$ cat config.mk
export PLATFORM = sky130hd
export DESIGN_NAME = sysctl
export DESIGN_NICKNAME = d
export VERILOG_FILES = /design/src/include/sysctl_pkg.sv /design/src/verilog/pin_sync3.sv /design/src/verilog/cycle_divider.sv /design/src/verilog/sysctl.sv
export VERILOG_INCLUDE_DIRS = /design/src /design/src/include
export SDC_FILE = /design/constraint.sdc
export NUM_CORES = 1
export LEC_CHECK = 0
export ABC_AREA = 1
export BUFFER_PORTS_ARGS = -buffer_cell sky130_fd_sc_hd__buf_2
export CORE_ASPECT_RATIO = 0.9
export CORE_UTILIZATION = 55
export DETAILED_ROUTE_END_ITERATION = 16
export HOLD_SLACK_MARGIN = 0.12
export PLACE_DENSITY = 0.8
export SLEW_MARGIN = 40
export SYNTH_ARGS = -nofsm -noshare
export SYNTH_HDL_FRONTEND = slang
export SYNTH_SLANG_ARGS = --single-unit
$ cat constraint.sdc
create_clock -name clk -period 2.5 [get_ports clk]
set_clock_uncertainty 0.15 [all_clocks]
set_input_delay 0.5 -clock clk [delete_from_list [all_inputs] [get_ports clk]]
set_output_delay 0.5 -clock clk [all_outputs]
set_load 0.1 [all_outputs]
$ cat src/include/sysctl_params.svh
// Purpose: Offsets, field positions, reset values and counts of sysctl
// Assumes: 32-bit classic Wishbone, byte addresses in the low 8 bits
// Notes:   Definitions only
`ifndef SYSCTL_PARAMS_SVH
`define SYSCTL_PARAMS_SVH

// ****************************************
// Register offsets
// ****************************************
`define OFS_CLK_CTRL    8'h00
`define OFS_IRQ_STATUS  8'h04
`define OFS_IRQ_MASK    8'h08
`define OFS_IRQ_CTRL    8'h0c
`define OFS_VECTOR      8'h10
`define OFS_IDENTIFY    8'h14
`define OFS_RST_CAUSE   8'h18

// ****************************************
// Clock control fields
// ****************************************
`define F_CDS_LO        0
`define F_LPDE          2
`define F_SWITCHBACK    3
`define F_AUTO_XTAL     4
`define F_HALT          5
`define F_RST_PIN_DIS   6
`define F_BO_STOP_DIS   7
`define F_ON_RING       16
`define F_WARMING       17
`define F_DIV256        18
`define F_STOPPED       19

// ****************************************
// Interrupt control fields
// ****************************************
`define F_GLOBAL_EN     0
`define F_SYS_EN        1
`define F_PER_EN        2

// ****************************************
// Reset values and counts
// ****************************************
`define VECTOR_RST      16'h0000
`define FETCH_ADDR      16'h8000
`define WARMUP_OSC      65536
`define DIV256_LIMIT    8'hff
`define NUM_IRQ         8

`endif

$ cat src/include/sysctl_pkg.sv
// Purpose: Types shared by the system control block
// Assumes: Constants come from sysctl_params.svh
// Notes:   Bus carriers follow classic Wishbone
package sysctl_pkg;

  // ****************************************
  // State encodings
  // ****************************************
  typedef enum logic [1:0] {
    PS_RESET = 2'b00,
    PS_RUN   = 2'b01,
    PS_STOP  = 2'b11
  } pwr_e;

  typedef enum logic {
    SRC_RING = 1'b0,
    SRC_XTAL = 1'b1
  } clk_src_e;

  // ****************************************
  // Bus carriers
  // ****************************************
  typedef struct packed {
    logic        cyc;
    logic        stb;
    logic        we;
    logic [7:0]  adr;
    logic [3:0]  sel;
    logic [31:0] dat;
  } wb_req_s;

  typedef struct packed {
    logic        ack;
    logic [31:0] dat;
  } wb_rsp_s;

endpackage

$ cat src/verilog/pin_sync3.sv
// Purpose: Three-stage synchroniser for asynchronous pins
// Assumes: Inputs come from outside the clk domain
// Notes:   Output moves only when stages two and three agree
`timescale 1ns/1ns
module pin_sync3 #(
  parameter int WIDTH = 5
) (
  // Clock and reset
  input  wire logic             clk,
  input  wire logic             srst,
  // Pins
  input  wire logic [WIDTH-1:0] pin_in,
  // Filtered levels
  output logic      [WIDTH-1:0] level
);
  typedef struct packed {
    logic [WIDTH-1:0] s1;
    logic [WIDTH-1:0] s2;
    logic [WIDTH-1:0] s3;
    logic [WIDTH-1:0] lvl;
  } sync_s;

  sync_s s_ff;
  sync_s nxt_s;

  if (WIDTH < 1) begin : g_width_check
    $error("pin_sync3: WIDTH must be at least 1");
  end

  always_comb begin
    nxt_s     = s_ff;
    nxt_s.s1  = pin_in;
    nxt_s.s2  = s_ff.s1;
    nxt_s.s3  = s_ff.s2;
    for (int i = 0; i < WIDTH; i++) begin
      if (s_ff.s2[i] == s_ff.s3[i]) nxt_s.lvl[i] = s_ff.s3[i];
    end
  end

  always_ff @(posedge clk) begin
    if (srst) s_ff <= '0;
    else      s_ff <= nxt_s;
  end

  assign level = s_ff.lvl;
endmodule // pin_sync3

$ cat src/verilog/cycle_divider.sv
// Purpose: Counts oscillator ticks into core cycle pulses
// Assumes: tick is a one-cycle pulse on clk
// Notes:   boundary is high between core cycles
`timescale 1ns/1ns
module cycle_divider #(
  parameter int WIDTH = 8
) (
  // Clock and reset
  input  wire logic             clk,
  input  wire logic             srst,
  // Control
  input  wire logic             run,
  input  wire logic             tick,
  input  wire logic [WIDTH-1:0] limit,
  // Status
  output logic                  cycle,
  output logic                  boundary
);
  typedef struct packed {
    logic [WIDTH-1:0] cnt;
    logic             cyc;
  } div_s;

  div_s s_ff;
  div_s nxt_s;

  if (WIDTH < 8) begin : g_width_check
    $error("cycle_divider: WIDTH must be at least 8");
  end

  always_comb begin
    nxt_s     = s_ff;
    nxt_s.cyc = 1'b0;
    if (!run) begin
      nxt_s.cnt = '0;
    end else if (tick) begin
      if (s_ff.cnt >= limit) begin
        nxt_s.cnt = '0;
        nxt_s.cyc = 1'b1;
      end else begin
        nxt_s.cnt = s_ff.cnt + 1'b1;
      end
    end
  end

  always_ff @(posedge clk) begin
    if (srst) s_ff <= '0;
    else      s_ff <= nxt_s;
  end

  assign cycle    = s_ff.cyc;
  assign boundary = (s_ff.cnt == '0);
endmodule // cycle_divider

$ cat src/verilog/sysctl.sv
// Purpose: Clock, power, reset and interrupt control of a small MCU
// Assumes: Oscillators and pins arrive asynchronously on clk
// Notes:   Core cycles are issued as one-cycle pulses on core_cycle
`timescale 1ns/1ns
`include "sysctl_params.svh"

module sysctl
  import sysctl_pkg::*;
#(
  parameter int WARMUP_CNT = `WARMUP_OSC
) (
  // Clock and reset
  input  wire logic              clk,
  input  wire logic              srst,
  // Register bus
  input  wire sysctl_pkg::wb_req_s wb_req,
  output sysctl_pkg::wb_rsp_s      wb_rsp,
  // Oscillators and pins
  input  wire logic              xtal_osc,
  input  wire logic              ring_osc,
  input  wire logic              ext_int_pin,
  input  wire logic              reset_pin_n,
  input  wire logic              supply_ok,
  // Internal interrupt events
  input  wire logic [7:0]        irq_event,
  // Core side
  output logic                   core_cycle,
  output logic                   core_reset,
  output logic                   fetch_load,
  output logic [15:0]            fetch_addr,
  output logic [15:0]            vector_address,
  output logic                   irq,
  // Oscillator control and status
  output logic                   xtal_enable,
  output logic                   on_ring,
  output logic                   divide_256_mode,
  output logic                   stopped
);
  import sysctl_pkg::*;

  localparam int WW = $clog2(WARMUP_CNT + 1);
  localparam logic [WW-1:0] WLAST = WW'(WARMUP_CNT - 1);

  // ****************************************
  // State
  // ****************************************
  typedef struct packed {
    pwr_e        pstate;
    clk_src_e    src;
    logic [7:0]  lim;
    logic [1:0]  clock_divide_select;
    logic        low_power_divide_enable;
    logic        switchback;
    logic        auto_xtal;
    logic        reset_pin_disable;
    logic        bo_stop_dis;
    logic [7:0]  flag;
    logic [7:0]  mask;
    logic        gie;
    logic        sys_en;
    logic        per_en;
    logic [15:0] vec;
    logic [2:0]  cause;
    logic        warm;
    logic [WW-1:0] wcnt;
    logic        xrdy;
    logic [4:0]  pin;
    logic        ack;
    logic [31:0] rdat;
    logic        fetch;
  } ctl_s;

  localparam ctl_s RST_STATE = '{
    pstate:                  PS_RESET,
    src:                     SRC_RING,
    lim:                     8'h00,
    clock_divide_select:     2'h0,
    low_power_divide_enable: 1'b0,
    switchback:              1'b0,
    auto_xtal:               1'b0,
    reset_pin_disable:       1'b0,
    bo_stop_dis:             1'b0,
    flag:                    8'h00,
    mask:                    8'h00,
    gie:                     1'b0,
    sys_en:                  1'b0,
    per_en:                  1'b0,
    vec:                     `VECTOR_RST,
    cause:                   3'h0,
    warm:                    1'b1,
    wcnt:                    '0,
    xrdy:                    1'b0,
    pin:                     5'h00,
    ack:                     1'b0,
    rdat:                    32'h0000_0000,
    fetch:                   1'b0
  };

  ctl_s s_ff;
  ctl_s nxt_s;

  logic [4:0] lvl;
  logic       div_cycle;
  logic       div_bound;
  logic       div_tick;

  if (WARMUP_CNT < 2) begin : g_warm_check
    $error("sysctl: WARMUP_CNT must be at least 2");
  end

  // ****************************************
  // Helpers
  // ****************************************
  function automatic logic [7:0] div_limit(input logic [1:0] cds,
                                           input logic       lpde);
    if (lpde && cds == 2'h0) div_limit = `DIV256_LIMIT;
    else                     div_limit = 8'((8'h01 << cds) - 8'h01);
  endfunction

  function automatic logic [15:0] wr16(input logic [15:0] old,
                                       input logic [31:0] dat,
                                       input logic [3:0]  sel);
    wr16 = old;
    if (sel[0]) wr16[7:0]  = dat[7:0];
    if (sel[1]) wr16[15:8] = dat[15:8];
  endfunction

  // ****************************************
  // Pin synchronisers and divider
  // ****************************************
  pin_sync3 #(
    .WIDTH (5)
  ) u_sync (
    .clk    (clk),
    .srst   (srst),
    .pin_in ({supply_ok, reset_pin_n, ext_int_pin, ring_osc, xtal_osc}),
    .level  (lvl)
  );

  assign div_tick = (s_ff.src == SRC_XTAL) ? (lvl[0] & ~s_ff.pin[0])
                                           : (lvl[1] & ~s_ff.pin[1]);

  cycle_divider #(
    .WIDTH (8)
  ) u_div (
    .clk      (clk),
    .srst     (srst),
    .run      (s_ff.pstate == PS_RUN),
    .tick     (div_tick),
    .limit    (s_ff.lim),
    .cycle    (div_cycle),
    .boundary (div_bound)
  );

  // ****************************************
  // Next state
  // ****************************************
  logic        xt_rise;
  logic        ext_fall;
  logic        por_evt;
  logic        bo_hold;
  logic        pin_hold;
  logic [7:0]  ev;
  logic [7:0]  clr;
  logic        acc;
  logic        wr;
  logic        sys_pend;
  logic        per_pend;
  logic [31:0] rd;

  always_comb begin
    nxt_s    = s_ff;
    nxt_s.ack   = 1'b0;
    nxt_s.fetch = 1'b0;
    nxt_s.pin   = lvl;
    xt_rise  = lvl[0] & ~s_ff.pin[0];
    ext_fall = ~lvl[2] & s_ff.pin[2];
    por_evt  = lvl[4] & ~s_ff.pin[4];
    bo_hold  = ~lvl[4] & ~(s_ff.pstate == PS_STOP && s_ff.bo_stop_dis);
    pin_hold = ~lvl[3] & ~s_ff.reset_pin_disable;
    ev       = irq_event | {6'h00, ext_fall, 1'b0};
    acc      = wb_req.cyc & wb_req.stb & ~s_ff.ack;
    wr       = acc & wb_req.we;
    clr      = 8'h00;
    sys_pend = s_ff.flag[0] & s_ff.mask[0] & s_ff.sys_en;
    per_pend = |(s_ff.flag[7:1] & s_ff.mask[7:1]) & s_ff.per_en;

    // Bus reads
    rd = 32'h0000_0000;
    unique case (wb_req.adr)
      `OFS_CLK_CTRL: begin
        rd[`F_CDS_LO+1:`F_CDS_LO] = s_ff.clock_divide_select;
        rd[`F_LPDE]        = s_ff.low_power_divide_enable;
        rd[`F_SWITCHBACK]  = s_ff.switchback;
        rd[`F_AUTO_XTAL]   = s_ff.auto_xtal;
        rd[`F_RST_PIN_DIS] = s_ff.reset_pin_disable;
        rd[`F_BO_STOP_DIS] = s_ff.bo_stop_dis;
        rd[`F_ON_RING]     = (s_ff.src == SRC_RING);
        rd[`F_WARMING]     = s_ff.warm;
        rd[`F_DIV256]      = (s_ff.lim == `DIV256_LIMIT);
        rd[`F_STOPPED]     = (s_ff.pstate == PS_STOP);
      end
      `OFS_IRQ_STATUS: begin
        rd[7:0] = s_ff.flag;
        if (acc && !wb_req.we) clr = s_ff.flag;
      end
      `OFS_IRQ_MASK:   rd[7:0] = s_ff.mask;
      `OFS_IRQ_CTRL:   rd[2:0] = {s_ff.per_en, s_ff.sys_en, s_ff.gie};
      `OFS_VECTOR:     rd[15:0] = s_ff.vec;
      `OFS_IDENTIFY:   rd[1:0] = {per_pend, sys_pend};
      `OFS_RST_CAUSE:  rd[2:0] = s_ff.cause;
      default:         rd = 32'h0000_0000;
    endcase
    if (acc) begin
      nxt_s.ack  = 1'b1;
      nxt_s.rdat = wb_req.we ? 32'h0000_0000 : rd;
    end

    // Bus writes
    if (wr && wb_req.sel[0]) begin
      unique case (wb_req.adr)
        `OFS_CLK_CTRL: begin
          nxt_s.clock_divide_select =
            wb_req.dat[`F_CDS_LO+1:`F_CDS_LO];
          nxt_s.low_power_divide_enable = wb_req.dat[`F_LPDE];
          nxt_s.switchback        = wb_req.dat[`F_SWITCHBACK];
          nxt_s.auto_xtal         = wb_req.dat[`F_AUTO_XTAL];
          nxt_s.reset_pin_disable = wb_req.dat[`F_RST_PIN_DIS];
          nxt_s.bo_stop_dis       = wb_req.dat[`F_BO_STOP_DIS];
          if (wb_req.dat[`F_HALT] && s_ff.pstate == PS_RUN) begin
            nxt_s.pstate = PS_STOP;
            nxt_s.warm   = 1'b0;
            nxt_s.xrdy   = 1'b0;
            nxt_s.wcnt   = '0;
          end
        end
        `OFS_IRQ_MASK: nxt_s.mask = wb_req.dat[7:0];
        `OFS_IRQ_CTRL: begin
          nxt_s.gie    = wb_req.dat[`F_GLOBAL_EN];
          nxt_s.sys_en = wb_req.dat[`F_SYS_EN];
          nxt_s.per_en = wb_req.dat[`F_PER_EN];
        end
        `OFS_RST_CAUSE: clr = 8'h00;
        default: clr = clr;
      endcase
    end
    if (wr && wb_req.adr == `OFS_VECTOR) begin
      nxt_s.vec = wr16(s_ff.vec, wb_req.dat, wb_req.sel);
    end
    if (wr && wb_req.adr == `OFS_RST_CAUSE && wb_req.sel[0]) begin
      nxt_s.cause = s_ff.cause & ~wb_req.dat[2:0];
    end

    // Interrupt flags, set wins over clear
    nxt_s.flag = (s_ff.flag & ~clr) | ev;

    // Switchback out of divide-by-256
    if (s_ff.switchback && s_ff.lim == `DIV256_LIMIT &&
        |(ev & s_ff.mask)) begin
      nxt_s.low_power_divide_enable = 1'b0;
    end

    // Crystal warm-up
    if (s_ff.warm && xt_rise && s_ff.pstate != PS_STOP) begin
      if (s_ff.wcnt == WLAST) begin
        nxt_s.warm = 1'b0;
        nxt_s.xrdy = 1'b1;
      end else begin
        nxt_s.wcnt = s_ff.wcnt + 1'b1;
      end
    end

    // Source and divider change on whole core cycles only
    if (div_bound && !div_tick) begin
      nxt_s.src = (s_ff.xrdy && s_ff.auto_xtal) ? SRC_XTAL
                                                : SRC_RING;
      nxt_s.lim = div_limit(nxt_s.clock_divide_select,
                            nxt_s.low_power_divide_enable);
    end

    // Power state
    unique case (s_ff.pstate)
      PS_RESET: begin
        if (!bo_hold && !pin_hold && !por_evt) begin
          nxt_s.pstate = PS_RUN;
          nxt_s.fetch  = 1'b1;
        end
      end
      PS_RUN: begin
        if (bo_hold || pin_hold) nxt_s.pstate = PS_RESET;
      end
      PS_STOP: begin
        if (pin_hold || bo_hold) begin
          nxt_s.pstate = PS_RESET;
        end else if ((ext_fall && s_ff.mask[1]) ||
                     (irq_event[7] && s_ff.mask[7])) begin
          nxt_s.pstate = PS_RUN;
        end
        if (nxt_s.pstate != PS_STOP) begin
          nxt_s.src  = SRC_RING;
          nxt_s.lim  = div_limit(s_ff.clock_divide_select,
                                 s_ff.low_power_divide_enable);
          nxt_s.warm = 1'b1;
          nxt_s.wcnt = '0;
        end
      end
      default: nxt_s.pstate = PS_RESET;
    endcase

    // Reset causes
    if (bo_hold && s_ff.pstate != PS_RESET) nxt_s.cause[1] = 1'b1;
    if (pin_hold && s_ff.pstate != PS_RESET) nxt_s.cause[2] = 1'b1;

    // Power-on reset
    if (por_evt) begin
      nxt_s          = RST_STATE;
      nxt_s.pin      = lvl;
      nxt_s.cause    = 3'b001;
    end
  end

  always_ff @(posedge clk) begin
    if (srst) s_ff <= RST_STATE;
    else      s_ff <= nxt_s;
  end

  // ****************************************
  // Outputs
  // ****************************************
  assign wb_rsp.ack      = s_ff.ack;
  assign wb_rsp.dat      = s_ff.rdat;
  assign core_cycle      = div_cycle & (s_ff.pstate == PS_RUN);
  assign core_reset      = (s_ff.pstate == PS_RESET);
  assign fetch_load      = s_ff.fetch;
  assign fetch_addr      = `FETCH_ADDR;
  assign vector_address  = s_ff.vec;
  assign irq             = s_ff.gie & (sys_pend | per_pend);
  assign xtal_enable     = (s_ff.pstate != PS_STOP);
  assign on_ring         = (s_ff.src == SRC_RING);
  assign divide_256_mode = (s_ff.lim == `DIV256_LIMIT);
  assign stopped         = (s_ff.pstate == PS_STOP);
endmodule // sysctl

=== Word level (Yosys, flattened, before mapping) ===
Cells that the tools add are included.

* Add/subtract/negate cells: 4
* $mul: 0
* Divide/modulo/power cells: 0
* Order comparisons: 1
* Eq/ne operators: 17
* Shift-type cells: 2
* Multiplexer cells: 49
* Bitwise gates (word level): 36
* Reduce and logical (&&, ||, !) cells: 48

{| class="wikitable"
|+ Operator list
! operator !! count
|-
| $mux W19 || 4
|-
| $mux W8 || 8
|-
| $mux W59 || 1
|-
| $mux W18 || 2
|-
| $mux W33 || 1
|-
| $mux W9 || 3
|-
| $eq A8 B5 Y1 const B || 3
|-
| $logic_and A1 B1 Y1 || 21
|-
| $mux W20 || 1
|-
| $add A17 B1 Y17 const B || 1
|-
| $eq A17 B16 Y1 const B || 1
|-
| $mux W17 || 1
|-
| $and A8 B8 Y8 || 2
|-
| $eq A8 B4 Y1 const B || 2
|-
| $logic_not A8 Y1 || 2
|-
| $mux W2 || 8
|-
| $pmux W2 S4 || 2
|-
| $shl A1 B2 Y8 const A || 2
|-
| $sub A8 B1 Y8 const B || 2
|-
| $and A1 B1 Y1 || 14
|-
| $mux W7 || 2
|-
| $pmux W2 S7 || 1
|-
| $not A1 Y1 || 13
|-
| $mux W1 || 10
|-
| other kinds (29) || 50
|}

* Register bits after elaboration: 143
* Bits in latches: 0
* Bits in writable memories: 0
* ROM bits: 0
* Bits of input ports: 62
* Output and inout port bits: 73
* Logic and storage cells: 193
* Memories kept: 0

=== Depth between registers and ports, before layout ===
* Word-level depth: 12
* Mapped depth: 15
* Gate-level depth less buffers: 14

=== Cells and area by module ===
From an unflattened synthesis, not the netlist that was laid out.

* Cells, all modules: 939
* Area, all modules: 6791.5 um2

{| class="wikitable"
|+ Modules (own cells, without submodules)
! module !! times used !! cells an instance !! area each (um2) !! sequential area each (um2)
|-
| sysctl || 1 || 779 || 5476.5 || 2021.9
|-
| cycle_divider || 1 || 87 || 669.4 || 180.2
|-
| pin_sync3 || 1 || 73 || 645.6 || 400.4
|}

=== Worst setup path before layout ===
No wires, ideal clock.

* Kind: reg-to-output
* Start: register s_ff[86] (netlist bit)
* End: output port irq
* Arrival time: 2.116 ns
* Setup slack: -0.266 ns
* Cell stages (with the launch flop): 7
* Path buffers: 0
* Cell sequence: dfxtp_1 nand2_1 nand2_1 a21oi_1 o211ai_1 nand2_1 a21oi_1

* Word-level cells in the longest chain between the ends: 5

{| class="wikitable"
|+ RTL lines
! element !! line !! RTL
|-
| start, declared || sysctl.sv:99 || <nowiki>ctl_s s_ff;</nowiki>
|-
| start signal, assigned || sysctl.sv:324 || <nowiki>else s_ff <= nxt_s;</nowiki>
|-
| $and A7 B7 Y7 || sysctl.sv:186 || <nowiki>per_pend = |(s_ff.flag[7:1] & s_ff.mask[7:1]) & s_ff.per_en;</nowiki>
|-
| $reduce_or A7 Y1 || sysctl.sv:186 ||
|-
| $and A1 B1 Y1 || sysctl.sv:186 ||
|-
| $or A1 B1 Y1 || sysctl.sv:337 || <nowiki>assign irq = s_ff.gie & (sys_pend | per_pend);</nowiki>
|-
| $and A1 B1 Y1 || sysctl.sv:337 ||
|-
| end, declared || sysctl.sv:32 || <nowiki>output logic irq,</nowiki>
|}

No other way between the ends.

=== Final worst setup path ===
* Start: register s_ff[82] (netlist bit)
* End: output port irq

Same word-level chain as after synthesis.

==> flow_metrics.env <==
export IMPL_status="completed"
export IMPL_grt_pass1_wl_um=26000
export IMPL_drv_slew=0
export IMPL_power_density_nw_per_um2=677
export IMPL_dr_pass1_iters=7
export IMPL_holdCritPathClass="input pin to register"
export IMPL_worstPathMaxFanout=4
export IMPL_finalNonFillerCells=1164
export IMPL_numClockSinks=130
export IMPL_cp_required_ns=1.85
export IMPL_dr_total_vias=5913
export IMPL_r2r_end="s_ff[104]$_SDFF_PP0_"
export IMPL_synthFlopType="dfxtp_1"
export IMPL_min_to="u_sync.nxt_s[12]$_SDFF_PP0_"
export IMPL_period_minus_slack_ns=2.37
export IMPL_async_flop_share_pct=0
export IMPL_r2r_slack_ns=0.36
export IMPL_grt_ovfl_total=0
export IMPL_hold_violations=0
export IMPL_fmax_mhz=422
export IMPL_cts_setup_buffers=0
export IMPL_synth_seq_cells=130
export IMPL_rows=37
export IMPL_avgViaCountPerCell=5.08
export IMPL_h_tree_depth=4
export IMPL_grt_total_usage_pct=25.9
export IMPL_area_delta_synth_final_pct=13.9
export IMPL_hpwl_um=11100
export IMPL_wl_per_cell_um=13.3
export IMPL_diodes=0
export IMPL_synthDistinctLibCells=44
export IMPL_grt_max_degree=37
export IMPL_power_mw=5.14
export IMPL_worstPathArrival_ns=1.72
export IMPL_ir_drop_mv=0.568
export IMPL_synth_warnings=0
export IMPL_root_buffer="clkbuf_16"
export IMPL_finalWirelength_um=15500
export IMPL_holdPathStages=3
export IMPL_min_from="ext_int_pin"
export IMPL_worst_setup_path_type="register to output port"
export IMPL_die_h_um=106
export IMPL_tritoncts="done"
export IMPL_grt_antenna_before_repair=0
export IMPL_post_route_period_util_pct=94.9
export IMPL_setup_violations=0
export IMPL_clk_pin_slew_worst_paths_ns=0.05
export IMPL_r2r_start="wb_rsp[32]$_SDFF_PP0_"
export IMPL_drt_iter0_drc=608
export IMPL_die_area_sq_um=12600
export IMPL_synth_edf_count=0
export IMPL_p_leak_nw=3.41
export IMPL_worst_setup_path_end_kind="output port"
export IMPL_core_area_sq_um=11600
export IMPL_gp_congestion=0.946
export IMPL_rr_worst_depth=13
export IMPL_syn_area_sq_um=6670
export IMPL_clock_path_buffers=2
export IMPL_grt_pass1_vias=5443
export IMPL_rsz0062_at_grt="false"
export IMPL_fillCellCount=1021
export IMPL_ys_seq_area_share_pct=39.0
export IMPL_drive_gt1_share_pct=18.7
export IMPL_die_x_um=118
export IMPL_insertion_delay_ns=0.41
export IMPL_final_setup_tns_ns=0
export IMPL_cts_buffers_inserted=17
export IMPL_place_ws_ns=0.0934
export IMPL_drc=0
export IMPL_cp_start_kind="register"
export IMPL_place_inst=1132
export IMPL_io_pin_count=135
export IMPL_synth_cells=931
export IMPL_nets=1071
export IMPL_portBuffers=88
export IMPL_postRouteAntennaNets=0
export IMPL_start_util_pct=57.4
export IMPL_syn_mean_instance_area_sq_um=7.16
export IMPL_fin_ws_ns=0.128
export IMPL_maxCapViolCount=0
[critical path, cell delays in order, from the launching register on]
cell and delay (ns):
dfxtp_1 0.37, nand2_1 0.10, nand2_1 0.08, a21oi_1 0.05, o211ai_1 0.12, nand2_1 0.10
a21oi_2 0.15, clkbuf_4 0.34
[synth_stat cells (2+ instances only)]
cell	instances	share of area (%)
nor2_4	5	0.84
o2111ai_1	5	0.66
nand4_1	18	1.7
nand2_1	187	11
a211oi_1	7	0.79
a21oi_1	72	5.4
o21bai_1	2	0.23
dfxtp_1	130	39
conb_1	2	0.11
ha_1	14	2.6
xor2_1	6	0.79
buf_2	3	0.23
nor2_1	132	7.4
o211ai_1	4	0.45
buf_6	3	0.51
clkbuf_1	7	0.39
o21ai_1	4	0.30
nand2_4	12	2.0
inv_1	115	6.5
nand3_1	30	2.3
inv_2	6	0.34
buf_1	5	0.28
nor2_2	10	0.94
nor3_2	3	0.45
nand3b_1	2	0.23
nor3_1	10	0.75
nand2_2	4	0.38
buf_4	65	7.3
nor2_8	2	0.60
o21ai_0	50	3.8
or2_2	3	0.28
[cell usage in the layout, fill, tap and decap left out, drive strengths merged]
| master | synthesis | final |
|---|---|---|
| xor2 | 6 | 6 |
| o31ai | 1 | 1 |
| a22o | 1 | 1 |
| a211oi | 7 | 7 |
| and3 | 1 | 1 |
| nor3 | 13 | 13 |
| nand4 | 18 | 18 |
| o21ai | 55 | 55 |
| o21bai | 2 | 2 |
| o2111ai | 5 | 5 |
| ha | 14 | 14 |
| dfxtp | 130 | 130 |
| or2 | 3 | 3 |
| inv | 121 | 120 |
| a21oi | 73 | 73 |
| nor2 | 149 | 149 |
| a31oi | 1 | 1 |
| o21a | 1 | 1 |
| clkinv | 2 | 3 |
| conb | 2 | 28 |
| nand3 | 32 | 32 |
| o211ai | 4 | 4 |
| buf | 77 | 102 |
| clkbuf | 7 | 25 |
| nand2 | 204 | 204 |
| clkinvlp | 0 | 4 |
| bufinv | 0 | 4 |
| nand3b | 2 | 2 |
[timing repair]
| action | in CTS | in global routing |
|---|---|---|
| hold buffers | 0 | 0 |
| endpoints found under the setup margin | 0 | 1 |
| gates resized for setup | 0 | 1 |
[layer usage]
metal	vias up	GRT usage (%)	wire [um]
met4	0	11.3	346
met1	2659	34.9	7280
met5	-	0	0
met3	33	5.63	1100
li1	3002	-	-
met2	219	40.0	6760
[per-stage QoR]
| step | cell area (sq um) | util (%) | hold WS, ns |
|---|---|---|---|
| after floorplan | 6780 | - | 0.238 |
| after global placement | 6940 | 59.7 | 0.239 |
| after detailed placement | 6940 | 59.7 | 0.246 |
| after CTS | 7590 | 65.3 | 0.129 |
| after global routing | 7590 | 65.3 | 0.134 |
| final | 7590 | 65.3 | 0.136 |
[report_power, final]
group / total [mW] / switching [mW] / internal [mW]
Clock: 2.68 / 0.883 / 1.80
Sequential: 2.11 / 0.0123 / 2.09
Combinational: 0.349 / 0.292 / 0.0567
[flip-flops by register name (all words and copies together), names as in the netlist]
name,flops
wb_rsp,21
u_div.cycle,1
fetch_load,1
u_sync.level,5
u_div.s_ff,8
u_sync.nxt_s,10
vector_address,16
s_ff,63
u_sync.s_ff,5
[area by class of cell]
| type | instances | area, sq um | share of cell area [%] |
|---|---|---|---|
| Clock buffer | 24 | 502 | 6.61 |
| Timing Repair Buffer | 103 | 568 | 7.48 |
| Clock inverter | 8 | 148 | 1.94 |
| Sequential cell | 130 | 2600 | 34.3 |
| Tap cell | 156 | 195 | 2.57 |
| Inverter | 123 | 470 | 6.20 |
| Multi-Input combinational cell | 620 | 3110 | 40.9 |
[kinds of logic (layout without fill, tap and decap cells)]
group,count (synthesis),count (layout),share of synthesized area [%]
flops,130,130,39.0
fa+ha+maj,14,14,2.63
xor+xnor,6,6,0.788
compound gates,150,150,12.3
buf+inv,207,258,16.0
other cells,2,28,0.113
simple gates,422,422,29.2
[worst max-delay path by stage]
| stage | start | end |
|---|---|---|
| 6_report | s_ff[82]$_SDFFE_PP0P_ | irq |
| 2_1_floorplan | s_ff[113]$_SDFF_PP0_ | core_cycle |
| 5_1_grt | s_ff[82]$_SDFFE_PP0P_ | irq |
| 3_5_place_dp | wb_req[41] | s_ff[106]$_SDFF_PP0_ |
| 4_1_cts | s_ff[82]$_SDFFE_PP0P_ | irq |
| 3_3_place_gp | wb_req[41] | s_ff[106]$_SDFF_PP0_ |
Note: power is estimated with default switching activity, not from simulation.
